<file path="config.mk">
export PLATFORM = sky130hd
export DESIGN_NAME = scit_sys_ctrl
export DESIGN_NICKNAME = d
export VERILOG_FILES = /design/src/pkg/scit_pkg.sv /design/src/rtl/scit_sys_ctrl.sv
export VERILOG_INCLUDE_DIRS = /design/src /design/src/pkg
export SDC_FILE = /design/constraint.sdc
export NUM_CORES = 1
export LEC_CHECK = 0
export BUFFER_PORTS_ARGS = -buffer_cell sky130_fd_sc_hd__buf_2
export CAP_MARGIN = 0
export CORE_UTILIZATION = 40
export DETAILED_ROUTE_END_ITERATION = 10
export SYNTH_ARGS = -nofsm -noshare
export SYNTH_HDL_FRONTEND = slang
export SYNTH_SLANG_ARGS = --single-unit
</file>
<file path="constraint.sdc">
create_clock -name clock -period 5.68 [get_ports clock]
set_clock_uncertainty 0.15 [all_clocks]
set_input_delay 0.568 -clock clock [delete_from_list [all_inputs] [get_ports clock]]
set_output_delay 0.568 -clock clock [all_outputs]
set_load 0.005 [all_outputs]
</file>
<file path="src/pkg/scit_consts.svh">
/*
  named offsets, field positions, reset values and times of the system control unit.
  assumes inclusion by bare name from the package and the design file.
*/
`ifndef SCIT_CONSTS_SVH
`define SCIT_CONSTS_SVH

`define SCIT_CLK_MHZ 125
`define SCIT_MS_US 1000
`define SCIT_RST_PULSE_US 125
`define SCIT_WD_PERIOD_MS 128
`define SCIT_SOFT_RESET_REG_BCL_CYCLES 3'h4

`define SCIT_ADR_MASK 8'h20
`define SCIT_ADR_TOP_IRQ_STATUS 8'h21
`define SCIT_ADR_AUX_IRQ_STATUS 8'h22
`define SCIT_ADR_AUX_IRQ_MASK 8'h23
`define SCIT_ADR_FIRST_MODE_REG 8'h24
`define SCIT_ADR_SOFT_RESET_REG 8'h25
`define SCIT_ADR_WDOG 8'h26
`define SCIT_ADR_CFG 8'h27
`define SCIT_ADR_AUX_CONFIG_TWO 8'h28
`define SCIT_ADR_TIMER_CONTROL 8'h65

`define SCIT_TOP_IRQ_STATUS_MOS 0
`define SCIT_TOP_IRQ_STATUS_CIC 1
`define SCIT_TOP_IRQ_STATUS_TRAN 2
`define SCIT_TOP_IRQ_STATUS_ST 3
`define SCIT_TOP_IRQ_STATUS_AUX 4
`define SCIT_AUX_TIN 0
`define SCIT_AUX_WOV 1
`define SCIT_SOFT_RESET_REG_EXT 0
`define SCIT_WD_A 1
`define SCIT_WD_B 0
`define SCIT_CFG_POL 0
`define SCIT_AUX_CONFIG_TWO_SEL 0
`define SCIT_AUX_CONFIG_TWO_LED 1
`define SCIT_TMR_MODE 7
`define SCIT_TMR_CNT_HI 5

`define SCIT_RSS_NONE 2'h0
`define SCIT_RSS_SOFT 2'h1
`define SCIT_RSS_CIAW 2'h2
`define SCIT_RSS_WDOG 2'h3

`define SCIT_MASK_RST 5'h00
`define SCIT_AUX_IRQ_MASK_RST 2'h0
`define SCIT_FIRST_MODE_REG_RST 2'h0
`define SCIT_TIMER_CONTROL_RST 8'h00
`define SCIT_ZERO8 8'h00

`endif

</file>
<file path="src/pkg/scit_pkg.sv">
/*
  types of the system control unit.
  assumes the constants header is on the include path.
*/
package scit_pkg;
  `include "scit_consts.svh"

  typedef enum logic {PULSE_IDLE, PULSE_ACTIVE} scit_pulse_t;
  typedef enum logic {WD_IDLE, WD_ARMED} scit_wdseq_t;
endpackage

</file>
<file path="src/rtl/scit_sys_ctrl.sv">
/*
  system control unit: interrupt gathering and masking, reset source selection and
  reset pulse, watchdog, self-clearing software resets, millisecond timer, led pin.
  assumes a decoded 8-bit register port from the serial host interface, all inputs
  synchronous to clock, bitClkEn a one-cycle strobe per bit clock period.
*/
`timescale 1ns/1ns
`include "scit_consts.svh"

module scit_sys_ctrl
  import scit_pkg::*;
#(
  parameter int SOFT_RESET_REG_W = 4,
  parameter int MS_CYCLES = `SCIT_CLK_MHZ * `SCIT_MS_US,
  parameter int PULSE_CYCLES = `SCIT_CLK_MHZ * `SCIT_RST_PULSE_US,
  parameter int WD_CYCLES = `SCIT_CLK_MHZ * `SCIT_MS_US * `SCIT_WD_PERIOD_MS
)
(
  input wire logic clock,
  input wire logic rstn,
  input wire logic ce,
  input wire logic bitClkEn,
  input wire logic [7:0] regAddr,
  input wire logic [7:0] regWrData,
  input wire logic regWr,
  input wire logic regRd,
  output logic [7:0] regRdData,
  input wire logic monitorHandlerIrq,
  input wire logic cmdIndChangeIrq,
  input wire logic tranIrq,
  input wire logic syncTransferIrq,
  input wire logic [3:0] downstreamCmdInd,
  input wire logic subscriberAwakeN,
  input wire logic layer1Activated,
  output logic irqOut,
  output logic resetOutN,
  output logic [SOFT_RESET_REG_W-1:0] blockReset,
  output logic oscWake,
  output logic activationLedN
);

  localparam int MSW = $clog2(MS_CYCLES + 1);
  localparam int PW = $clog2(PULSE_CYCLES + 1);
  localparam int WDW = $clog2(WD_CYCLES + 1);

  ////////////////////////////////////////////////////////////////////////////////
  // state
  logic [4:0] mask_r, mask_nxt;
  logic [1:0] auxStat_r, auxStat_nxt;
  logic [1:0] auxMask_r, auxMask_nxt;
  logic [1:0] rss_r, rss_nxt;
  logic [SOFT_RESET_REG_W-1:0] soft_reset_reg_r, soft_reset_reg_nxt;
  logic [2:0] sresCnt_r, sresCnt_nxt;
  logic polHigh_r, polHigh_nxt;
  logic ledSel_r, ledSel_nxt;
  logic ledBit_r, ledBit_nxt;
  logic [7:0] timer_control_r, timer_control_nxt;
  logic [MSW-1:0] msPre_r, msPre_nxt;
  logic [5:0] msCnt_r, msCnt_nxt;
  logic tmrDone_r, tmrDone_nxt;
  logic wdEn_r, wdEn_nxt;
  logic [WDW-1:0] wdCnt_r, wdCnt_nxt;
  scit_wdseq_t wdSeq_r, wdSeq_nxt;
  scit_pulse_t pulse_r, pulse_nxt;
  logic [PW-1:0] pulseCnt_r, pulseCnt_nxt;
  logic [3:0] ciPrev_r, ciPrev_nxt;
  logic awakePrev_r, awakePrev_nxt;
  logic [7:0] rdData_r, rdData_nxt;
  logic irq_r, irq_nxt;
  logic rstOut_r, rstOut_nxt;
  logic led_r, led_nxt;
  logic wake_r, wake_nxt;

  ////////////////////////////////////////////////////////////////////////////////
  // combinational helpers
  logic [4:0] top_irq_status;
  logic wrHit, rdHit;
  logic ciEvt, awEvt, wdExp, tmrExp, msTick, intEvt;
  logic [5:0] tmrLen;

  always_comb
  begin
    wrHit = ce & regWr;
    rdHit = ce & regRd;
    tmrLen = timer_control_r[`SCIT_TMR_CNT_HI:0];
    // summaries are live levels: a source stays visible until its own register clears it
    top_irq_status[`SCIT_TOP_IRQ_STATUS_MOS] = monitorHandlerIrq;
    top_irq_status[`SCIT_TOP_IRQ_STATUS_CIC] = cmdIndChangeIrq;
    top_irq_status[`SCIT_TOP_IRQ_STATUS_TRAN] = tranIrq;
    top_irq_status[`SCIT_TOP_IRQ_STATUS_ST] = syncTransferIrq;
    top_irq_status[`SCIT_TOP_IRQ_STATUS_AUX] = |(auxStat_r & ~auxMask_r);
    ciEvt = (downstreamCmdInd != ciPrev_r) && (rss_r == `SCIT_RSS_CIAW);
    awEvt = !subscriberAwakeN && awakePrev_r && (rss_r == `SCIT_RSS_CIAW);
    wdExp = wdEn_r && (wdCnt_r == WDW'(WD_CYCLES - 1));
    msTick = (msPre_r == MSW'(MS_CYCLES - 1));
    tmrExp = msTick && (tmrLen != 6'h00) && !tmrDone_r && (msCnt_r == tmrLen - 6'h01);
    intEvt = ciEvt | awEvt | wdExp;
  end

  ////////////////////////////////////////////////////////////////////////////////
  // next-state logic
  always_comb
  begin
    mask_nxt = mask_r;
    auxStat_nxt = auxStat_r;
    auxMask_nxt = auxMask_r;
    rss_nxt = rss_r;
    soft_reset_reg_nxt = soft_reset_reg_r;
    sresCnt_nxt = sresCnt_r;
    polHigh_nxt = polHigh_r;
    ledSel_nxt = ledSel_r;
    ledBit_nxt = ledBit_r;
    timer_control_nxt = timer_control_r;
    msPre_nxt = msPre_r;
    msCnt_nxt = msCnt_r;
    tmrDone_nxt = tmrDone_r;
    wdEn_nxt = wdEn_r;
    wdCnt_nxt = wdCnt_r;
    wdSeq_nxt = wdSeq_r;
    pulse_nxt = pulse_r;
    pulseCnt_nxt = pulseCnt_r;
    ciPrev_nxt = downstreamCmdInd;
    awakePrev_nxt = subscriberAwakeN;
    rdData_nxt = rdData_r;

    // register reads; reading the aux status clears it
    if (rdHit)
    begin
      case (regAddr)
        `SCIT_ADR_MASK: rdData_nxt = {3'h0, mask_r};
        `SCIT_ADR_TOP_IRQ_STATUS: rdData_nxt = {3'h0, top_irq_status & ~mask_r};
        `SCIT_ADR_AUX_IRQ_STATUS: rdData_nxt = {6'h00, auxStat_r};
        `SCIT_ADR_AUX_IRQ_MASK: rdData_nxt = {6'h00, auxMask_r};
        `SCIT_ADR_FIRST_MODE_REG: rdData_nxt = {6'h00, rss_r};
        `SCIT_ADR_SOFT_RESET_REG: rdData_nxt = 8'(soft_reset_reg_r);
        `SCIT_ADR_CFG: rdData_nxt = {7'h00, polHigh_r};
        `SCIT_ADR_AUX_CONFIG_TWO: rdData_nxt = {6'h00, ledBit_r, ledSel_r};
        `SCIT_ADR_TIMER_CONTROL: rdData_nxt = timer_control_r;
        default: rdData_nxt = `SCIT_ZERO8;
      endcase
      if (regAddr == `SCIT_ADR_AUX_IRQ_STATUS)
        auxStat_nxt = 2'h0;
    end

    if (wrHit)
    begin
      case (regAddr)
        `SCIT_ADR_MASK: mask_nxt = regWrData[4:0];
        `SCIT_ADR_AUX_IRQ_MASK: auxMask_nxt = regWrData[1:0];
        `SCIT_ADR_FIRST_MODE_REG: rss_nxt = regWrData[1:0];
        `SCIT_ADR_SOFT_RESET_REG:
        begin
          soft_reset_reg_nxt = regWrData[SOFT_RESET_REG_W-1:0];
          sresCnt_nxt = 3'h0;
        end
        `SCIT_ADR_CFG: polHigh_nxt = regWrData[`SCIT_CFG_POL];
        `SCIT_ADR_AUX_CONFIG_TWO:
        begin
          ledSel_nxt = regWrData[`SCIT_AUX_CONFIG_TWO_SEL];
          ledBit_nxt = regWrData[`SCIT_AUX_CONFIG_TWO_LED];
        end
        `SCIT_ADR_TIMER_CONTROL:
        begin
          timer_control_nxt = regWrData;
          msPre_nxt = '0;
          msCnt_nxt = 6'h00;
          tmrDone_nxt = 1'b0;
        end
        `SCIT_ADR_WDOG:
        begin
          // only 1,0 followed directly by 0,1 restarts; anything else starts over
          case (wdSeq_r)
            WD_IDLE:
              if (regWrData[`SCIT_WD_A] && !regWrData[`SCIT_WD_B])
                wdSeq_nxt = WD_ARMED;
            WD_ARMED:
            begin
              wdSeq_nxt = WD_IDLE;
              if (!regWrData[`SCIT_WD_A] && regWrData[`SCIT_WD_B])
                wdCnt_nxt = '0;
            end
            default: wdSeq_nxt = WD_IDLE;
          endcase
        end
        default: ;
      endcase
    end

    // watchdog enable is sticky; a later mode write cannot clear it
    if (wrHit && regAddr == `SCIT_ADR_FIRST_MODE_REG && regWrData[1:0] == `SCIT_RSS_WDOG && !wdEn_r)
    begin
      wdEn_nxt = 1'b1;
      wdCnt_nxt = '0;
      wdSeq_nxt = WD_IDLE;
    end
    else if (wdEn_r && !(wrHit && regAddr == `SCIT_ADR_WDOG && wdSeq_r == WD_ARMED
                          && !regWrData[`SCIT_WD_A] && regWrData[`SCIT_WD_B]))
      wdCnt_nxt = wdExp ? '0 : wdCnt_r + 1'b1;

    // software reset bits self-clear after four bit clocks
    if (soft_reset_reg_r != '0 && bitClkEn && !(wrHit && regAddr == `SCIT_ADR_SOFT_RESET_REG))
    begin
      sresCnt_nxt = sresCnt_r + 3'h1;
      if (sresCnt_r == `SCIT_SOFT_RESET_REG_BCL_CYCLES - 3'h1)
      begin
        soft_reset_reg_nxt = '0;
        sresCnt_nxt = 3'h0;
      end
    end

    // millisecond timer; count field zero keeps it stopped
    if (tmrLen != 6'h00 && !tmrDone_r && !(wrHit && regAddr == `SCIT_ADR_TIMER_CONTROL))
    begin
      msPre_nxt = msTick ? '0 : msPre_r + 1'b1;
      if (msTick)
        msCnt_nxt = tmrExp ? 6'h00 : msCnt_r + 6'h01;
      if (tmrExp && !timer_control_r[`SCIT_TMR_MODE])
        tmrDone_nxt = 1'b1;
    end

    // hardware sets win over the clear-on-read above
    if (tmrExp)
      auxStat_nxt[`SCIT_AUX_TIN] = 1'b1;
    if (wdExp)
      auxStat_nxt[`SCIT_AUX_WOV] = 1'b1;

    // an internal source event also overrides a mode write in the same cycle
    if (intEvt)
      rss_nxt = `SCIT_FIRST_MODE_REG_RST;

    // reset pulse: 125 us, inside the allowed 125 to 250 us window
    case (pulse_r)
      PULSE_IDLE:
        if (intEvt)
        begin
          pulse_nxt = PULSE_ACTIVE;
          pulseCnt_nxt = '0;
        end
      PULSE_ACTIVE:
      begin
        pulseCnt_nxt = pulseCnt_r + 1'b1;
        if (pulseCnt_r == PW'(PULSE_CYCLES - 1))
          pulse_nxt = PULSE_IDLE;
      end
      default: pulse_nxt = PULSE_IDLE;
    endcase

    // outputs
    irq_nxt = (|(top_irq_status & ~mask_r)) ^ ~polHigh_r;
    // soft external reset reaches the pin for every field value, internal ones only via pulse
    rstOut_nxt = !(pulse_r == PULSE_ACTIVE || soft_reset_reg_r[`SCIT_SOFT_RESET_REG_EXT]);
    led_nxt = ledSel_r ? !ledBit_r : !layer1Activated;
    wake_nxt = !subscriberAwakeN;
  end

  ////////////////////////////////////////////////////////////////////////////////
  // registers; reset output starts asserted low, interrupt starts inactive high
  always_ff @(posedge clock or negedge rstn)
  begin
    if (!rstn)
    begin
      mask_r <= `SCIT_MASK_RST;
      auxStat_r <= 2'h0;
      auxMask_r <= `SCIT_AUX_IRQ_MASK_RST;
      rss_r <= `SCIT_FIRST_MODE_REG_RST;
      soft_reset_reg_r <= '0;
      sresCnt_r <= 3'h0;
      polHigh_r <= 1'b0;
      ledSel_r <= 1'b0;
      ledBit_r <= 1'b0;
      timer_control_r <= `SCIT_TIMER_CONTROL_RST;
      msPre_r <= '0;
      msCnt_r <= 6'h00;
      tmrDone_r <= 1'b0;
      wdEn_r <= 1'b0;
      wdCnt_r <= '0;
      wdSeq_r <= WD_IDLE;
      pulse_r <= PULSE_IDLE;
      pulseCnt_r <= '0;
      ciPrev_r <= 4'h0;
      awakePrev_r <= 1'b1;
      rdData_r <= `SCIT_ZERO8;
      irq_r <= 1'b1;
      rstOut_r <= 1'b0;
      led_r <= 1'b1;
      wake_r <= 1'b0;
    end
    else if (ce)
    begin
      mask_r <= mask_nxt;
      auxStat_r <= auxStat_nxt;
      auxMask_r <= auxMask_nxt;
      rss_r <= rss_nxt;
      soft_reset_reg_r <= soft_reset_reg_nxt;
      sresCnt_r <= sresCnt_nxt;
      polHigh_r <= polHigh_nxt;
      ledSel_r <= ledSel_nxt;
      ledBit_r <= ledBit_nxt;
      timer_control_r <= timer_control_nxt;
      msPre_r <= msPre_nxt;
      msCnt_r <= msCnt_nxt;
      tmrDone_r <= tmrDone_nxt;
      wdEn_r <= wdEn_nxt;
      wdCnt_r <= wdCnt_nxt;
      wdSeq_r <= wdSeq_nxt;
      pulse_r <= pulse_nxt;
      pulseCnt_r <= pulseCnt_nxt;
      ciPrev_r <= ciPrev_nxt;
      awakePrev_r <= awakePrev_nxt;
      rdData_r <= rdData_nxt;
      irq_r <= irq_nxt;
      rstOut_r <= rstOut_nxt;
      led_r <= led_nxt;
      wake_r <= wake_nxt;
    end
  end

  assign regRdData = rdData_r;
  assign irqOut = irq_r;
  assign resetOutN = rstOut_r;
  assign blockReset = soft_reset_reg_r;
  assign oscWake = wake_r;
  assign activationLedN = led_r;

endmodule

</file>
== After elaboration in Yosys (flattened, before gate mapping) ==
Index checks and enable logic that the tools add are counted.

* Bits in registers: 111
* Bits in latches: 0
* Bits in writable memories: 0
* ROM bits: 0
* Bits of input ports: 32
* Output and inout bits: 16
* Word-level logic and storage cells: 182
* Memories kept: 0

* Add/subtract/negate cells: 6
* Multipliers: 0
* Divide/modulo/power cells: 0
* Magnitude comparators: 0
* Equality and inequality tests: 19
* Shifts and indexed selects: 0
* Multiplexer cells: 47
* Bitwise gates (word level): 12
* Reduce and logical (&&, ||, !) cells: 72

{| class="wikitable"
|+ Operators by type and width
! cell !! count
|-
| $mux 24 || 7
|-
| $eq 8x6->1 const B || 9
|-
| $pmux 8 s9 || 1
|-
| $mux 17 || 4
|-
| $reduce_and 3->1 || 11
|-
| $mux 6 || 5
|-
| $pmux 14 s2 || 1
|-
| $add 24x1->24 const B || 1
|-
| $eq 24x24->1 const B || 1
|-
| $logic_and 1x1->1 || 24
|-
| $reduce_bool 2->1 || 12
|-
| $add 17x1->17 const B || 1
|-
| $eq 17x17->1 const B || 1
|-
| $mux 4 || 4
|-
| $add 14x1->14 const B || 1
|-
| $eq 14x14->1 const B || 1
|-
| $mux 14 || 1
|-
| $mux 1 || 13
|-
| $logic_not 1->1 || 12
|-
| $mux 3 || 4
|-
| $reduce_bool 3->1 || 4
|-
| $mux 2 || 5
|-
| $eq 8x7->1 const B || 1
|-
| $add 6x1->6 const B || 1
|-
| 23 further kinds || 31
|}

== Depth between registers and ports, before layout ==
* Word-level depth: 9
* Mapped depth: 9
* Mapped depth without buffers: 8

== Least setup slack after synthesis ==
OpenSTA, ideal clock, no wires.

* Path kind: input-to-reg
* Start: in regAddr[6]
* End: reg wdCnt_r[7]
* Library setup time: 0.116 ns
* Arrival time: 2.489 ns
* Data required time: 5.414 ns
* Path slack: 2.926 ns
* Cell stages on the path: 6
* Path buffers: 1
* Cells stage by stage: clkbuf_1 nor4b_2 o2111ai_1 a211o_1 or4b_2 o311ai_0

* Word-level cells in the longest chain between the ends: 9
* Elaborated cells between the ends (all ways): 18
* Those cells by class: 2 x eq/ne; 2 x mux; 14 x reduce/logical

{| class="wikitable"
|+ Ends and longest elaborated chain
! what !! line !! RTL
|-
| start, declared || scit_sys_ctrl.sv:23 || <nowiki>input wire logic [7:0] regAddr,</nowiki>
|-
| $eq 8x6->1 || scit_sys_ctrl.sv:147 || <nowiki>case (regAddr)</nowiki>
|-
| $logic_and 1x1->1 (no line) || - ||
|-
| $logic_and 1x1->1 (3 in a row) || scit_sys_ctrl.sv:196 || <nowiki>else if (wdEn_r && !(wrHit && regAddr == `SCIT_ADR_WDOG && wdSeq_r == WD_ARMED</nowiki>
|-
| $logic_not 1->1 || scit_sys_ctrl.sv:196 ||
|-
| $logic_and 1x1->1 || scit_sys_ctrl.sv:196 ||
|-
| $reduce_bool 3->1 (no line) / $mux 24 (equally long branches) || - ||
|-
| $reduce_and 5->1 (no line) / $mux 24 (equally long branches) || - ||
|-
| end signal, assigned || scit_sys_ctrl.sv:304 || <nowiki>wdCnt_r <= wdCnt_nxt;</nowiki>
|-
| end, declared || scit_sys_ctrl.sv:62 || <nowiki>logic [WDW-1:0] wdCnt_r, wdCnt_nxt;</nowiki>
|}

Several ways; a longest one is shown, not always the timed one.
A chain may end at the register's enable or synchronous reset.

== Worst setup path after layout ==
* Start: reg wdCnt_r[14]
* End: reg wdCnt_r[7]

* Word-level cells in the longest chain between the ends: 5

{| class="wikitable"
|+ Ends and longest elaborated chain
! what !! line !! RTL
|-
| $eq 24x24->1 || scit_sys_ctrl.sv:94 || <nowiki>wdExp = wdEn_r && (wdCnt_r == WDW'(WD_CYCLES - 1));</nowiki>
|-
| $logic_and 1x1->1 || scit_sys_ctrl.sv:94 ||
|-
| $mux 24 || scit_sys_ctrl.sv:198 || <nowiki>wdCnt_nxt = wdExp ? '0 : wdCnt_r + 1'b1;</nowiki>
|-
| $mux 24 || scit_sys_ctrl.sv:196 ||
|-
| $mux 24 || scit_sys_ctrl.sv:190 || <nowiki>if (wrHit && regAddr == `SCIT_ADR_FIRST_MODE_REG && regWrData[1:0] == `SCIT_RSS_WDOG && !wdEn_r)</nowiki>
|}

No other way between the ends.

==> results.py <==
metrics = {
    "clocking": {
        "cts_max_level": 3,
        "clk_latency_ns": 0.36,
        "cts_max_path_buffers": 2,
        "cts_resized": 0,
        "clockRootBuffer": "clkbuf_16",
        "cts_tree": "yes",
        "clk_pin_slew_ns": 0.07,
        "cts_buffers": 9,
        "hold_buffers": 0,
        "postCtsSetupBuffers": 0,
        "cts_sinks": 111,
    },
    "logic_synthesis": {
        "syn-cell-area_um2": 6170,
        "ys_warn_count": 0,
        "syn_inst": 656,
        "synth_top_cell_by_area": "dfrtp_1",
        "synth-seq-cells": 111,
        "synth_edf_count": 0,
        "synth_common_cells": "108 x dfrtp_1, 79 x nand2_1, 64 x nor2_1",
        "seq_area_frac_synth_pct": 45.1,
        "syn-num-nets": 696,
        "ys_top_cells_by_area": "dfrtp_1 44%, nand2_1 4.8%, xnor2_1 4.3%",
        "synth_top_area_share_pct": 43.8,
        "syn-mean-instance-area_um2": 9.41,
        "synth_most_common_cell": "dfrtp_1",
        "synthArstFlopShare_pct": 100,
        "synthFlopType": "dfrtp_1",
        "ys_types": 71,
    },
    "global_routing": {
        "overflow": 0,
        "grt_start_max_net_pins": 65,
        "antenna_found_initial": 0,
        "first_global_vias": 4847,
        "grt_pass1_wl_um": 24400,
        "grt_usage_pct": 19.3,
    },
    "detailed_routing": {
        "routed_wl_um": 14500,
        "drc_errors": 0,
        "wl_per_cell_um": 16.3,
        "avgViaCountPerCell": 5.79,
        "ant_nets": 0,
        "drt_pass1_iterations": 5,
        "drt_iter0_drc": 262,
        "num_vias": 5149,
    },
    "status": {
        "outcome": "finished clean",
    },
    "min_path": {
        "min_path_type": "in2async",
    },
    "pwr": {
        "clkPwrFrac_pct": 34.9,
        "pwr-share-seq_pct": 50.8,
        "total_power_mw": 1.87,
        "combinationalPowerShare_pct": 14.3,
        "power_switching_share_pct": 28.6,
        "p_int_mw": 1.34,
        "ir_worst_vdd_v": 0.000165,
        "power_density_nw_per_um2": 270,
        "p_leak_nw": 2.95,
        "switching_power_mw": 0.534,
    },
    "cells_and_area": {
        "layout.nets": 737,
        "multi_input_area_um2": 3210,
        "diodes": 0,
        "drive_gt1_share_pct": 15.7,
        "nFillCells": 1435,
        "regArea_um2": 2780,
        "fin_cells": 890,
        "area_delta_synth_final_pct": 12.0,
    },
    "critical_path": {
        "reg2reg_from": "wdCnt_r[14]$_DFFE_PN0P_",
        "r2r_slack_ns": 2.71,
        "path_max_fanout": 7,
        "cp_slowest_stage_delay_ns": 0.60,
        "crit_type": "reg2reg",
        "startpoint": "wdCnt_r[14]$_DFFE_PN0P_",
        "critPathLaunchType": "flop",
        "slowest_stage": "nor3_1",
        "crit_chain": "or4_1 > or4_4 > nor3_1 > nand2_1 > nand2_1 > o311ai_0",
        "reg2reg_depth": 6,
        "crit_required_ns": 5.74,
        "cp-end-kind": "flop",
        "cpMostUsedCell": "nand2_1",
        "crit_arrival_ns": 3.03,
    },
    "placement": {
        "dp_cells": 874,
        "place_congestion": 0.822,
        "dp_slack_ns": 2.63,
        "portBuffers": 47,
        "hpwlAfterDp_um": 10500,
    },
    "die": {
        "io_pins": 48,
        "die_area_um2": 15900,
        "num_rows": 45,
        "coreArea_um2": 15100,
        "die_h_um": 126,
        "fp.dieW_um": 126,
        "initial_utilization_pct": 40.7,
    },
    "timing": {
        "max_freq_mhz": 337,
        "worst_slack_ns": 2.71,
        "final_hold_viol_count": 0,
        "rsz0062_at_grt": "no",
        "tightest_slew_ns": 0.821,
        "finalSetupTns_ns": 0,
        "maxSlewViolCount": 0,
        "slew_headroom_pct": 45.3,
        "fin_crit_sh_pct": 52.3,
        "setup_viol": 0,
        "period_minus_slack_ns": 2.97,
    },
    "flow_run": {
        "cap_violations": 0,
    },
}
-- worst max-delay path: cells and delay by family, from the launching register on --
kind,cells,cell delay [ns]
AOI/OAI and AO/OA,1,0.14
DFF,1,0.43
and+or+nand+nor,5,2.11
-- final timing paths --
| check | endpoint |
|---|---|
| min in group clock | timer_control_r[7]$_DFFE_PN0P_ |
| worst min-delay path | pulseCnt_r[9]$_DFFE_PN0P_ |
| max in group asynchronous | wdCnt_r[19]$_DFFE_PN0P_ |
| worst max register to register | wdCnt_r[7]$_DFFE_PN0P_ |
| worst max-delay path | wdCnt_r[7]$_DFFE_PN0P_ |
| worst min register to register | regRdData[6]$_DFFE_PN0P_ |
-- logic make-up (layout without fill, tap and decap cells) --
kind of cell / count (synthesis) / count (layout) / share of synthesized area, %
muxes: 27 / 27 / 5.01
xor gates and xnor gates: 48 / 48 / 6.81
buffers and inverters: 48 / 94 / 2.98
and+or+nand+nor: 297 / 297 / 24.2
DFF: 111 / 111 / 45.1
adders and majority gates: 8 / 8 / 1.62
AOI/OAI and AO/OA: 117 / 117 / 14.3
-- routing by layer --
layer  wire length, µm  part of all wire [%]  track usage, %  vias to the layer above
met5                 0                     0               0                        -
met4               251                   1.7            7.51                        0
met3               512                   3.5            2.85                       17
met2              7020                    48            31.4                      120
met1              6750                    46            26.0                     2568
li1                  -                     -               -                     2444
-- area by class of cell --
class	count	area share [%]
multi-input cells	497	46.5
flip-flops and latches	111	40.2
repair buffers	52	3.98
clock buffers	10	3.46
well taps	188	3.40
inverters	26	1.41
clock inverters	6	1.01
-- cells in the final DEF, fill, tap and decap left out, drive strengths merged, types with 15 or more instances in the layout --
master,count
a21oi,20
buf,52
dfrtp,108
inv,26
mux2,21
nand2,79
nand3,38
nand4,15
nor2,64
nor3,29
o21ai,30
xnor2,30
xor2,18
-- power by group through the flow --
stage          clock, mW  sequential (mW)  combinational (mW)
6_report           0.652            0.949               0.268
3_5_place_dp           0            0.961               0.269
5_1_grt            0.701            0.962               0.309
3_3_place_gp           0            0.958               0.262
2_1_floorplan          0            0.941               0.190
4_1_cts            0.670            0.948               0.271
-- flip-flops by register name, indices dropped and copies added, names as in the netlist, 2 cells and up --
| register | cells |
|---|---|
| auxStat_r | 2 |
| msPre_r | 17 |
| ciPrev_r | 4 |
| wdCnt_r | 24 |
| auxMask_r | 2 |
| timer_control_r | 8 |
| sresCnt_r | 3 |
| pulseCnt_r | 14 |
| blockReset | 4 |
| msCnt_r | 6 |
| mask_r | 5 |
| rss_r | 2 |
| regRdData | 8 |
-- per-stage QoR --
stage	utilization (%)	cell area [µm²]	hold slack (ns)
2_1_floorplan	-	6170	0.122
3_3_place_gp	43.6	6600	0.307
3_5_place_dp	43.6	6600	0.322
4_1_cts	45.6	6910	0.182
5_1_grt	45.6	6910	0.226
6_report	45.6	6910	0.154
Power figures use the tool's default switching activity.
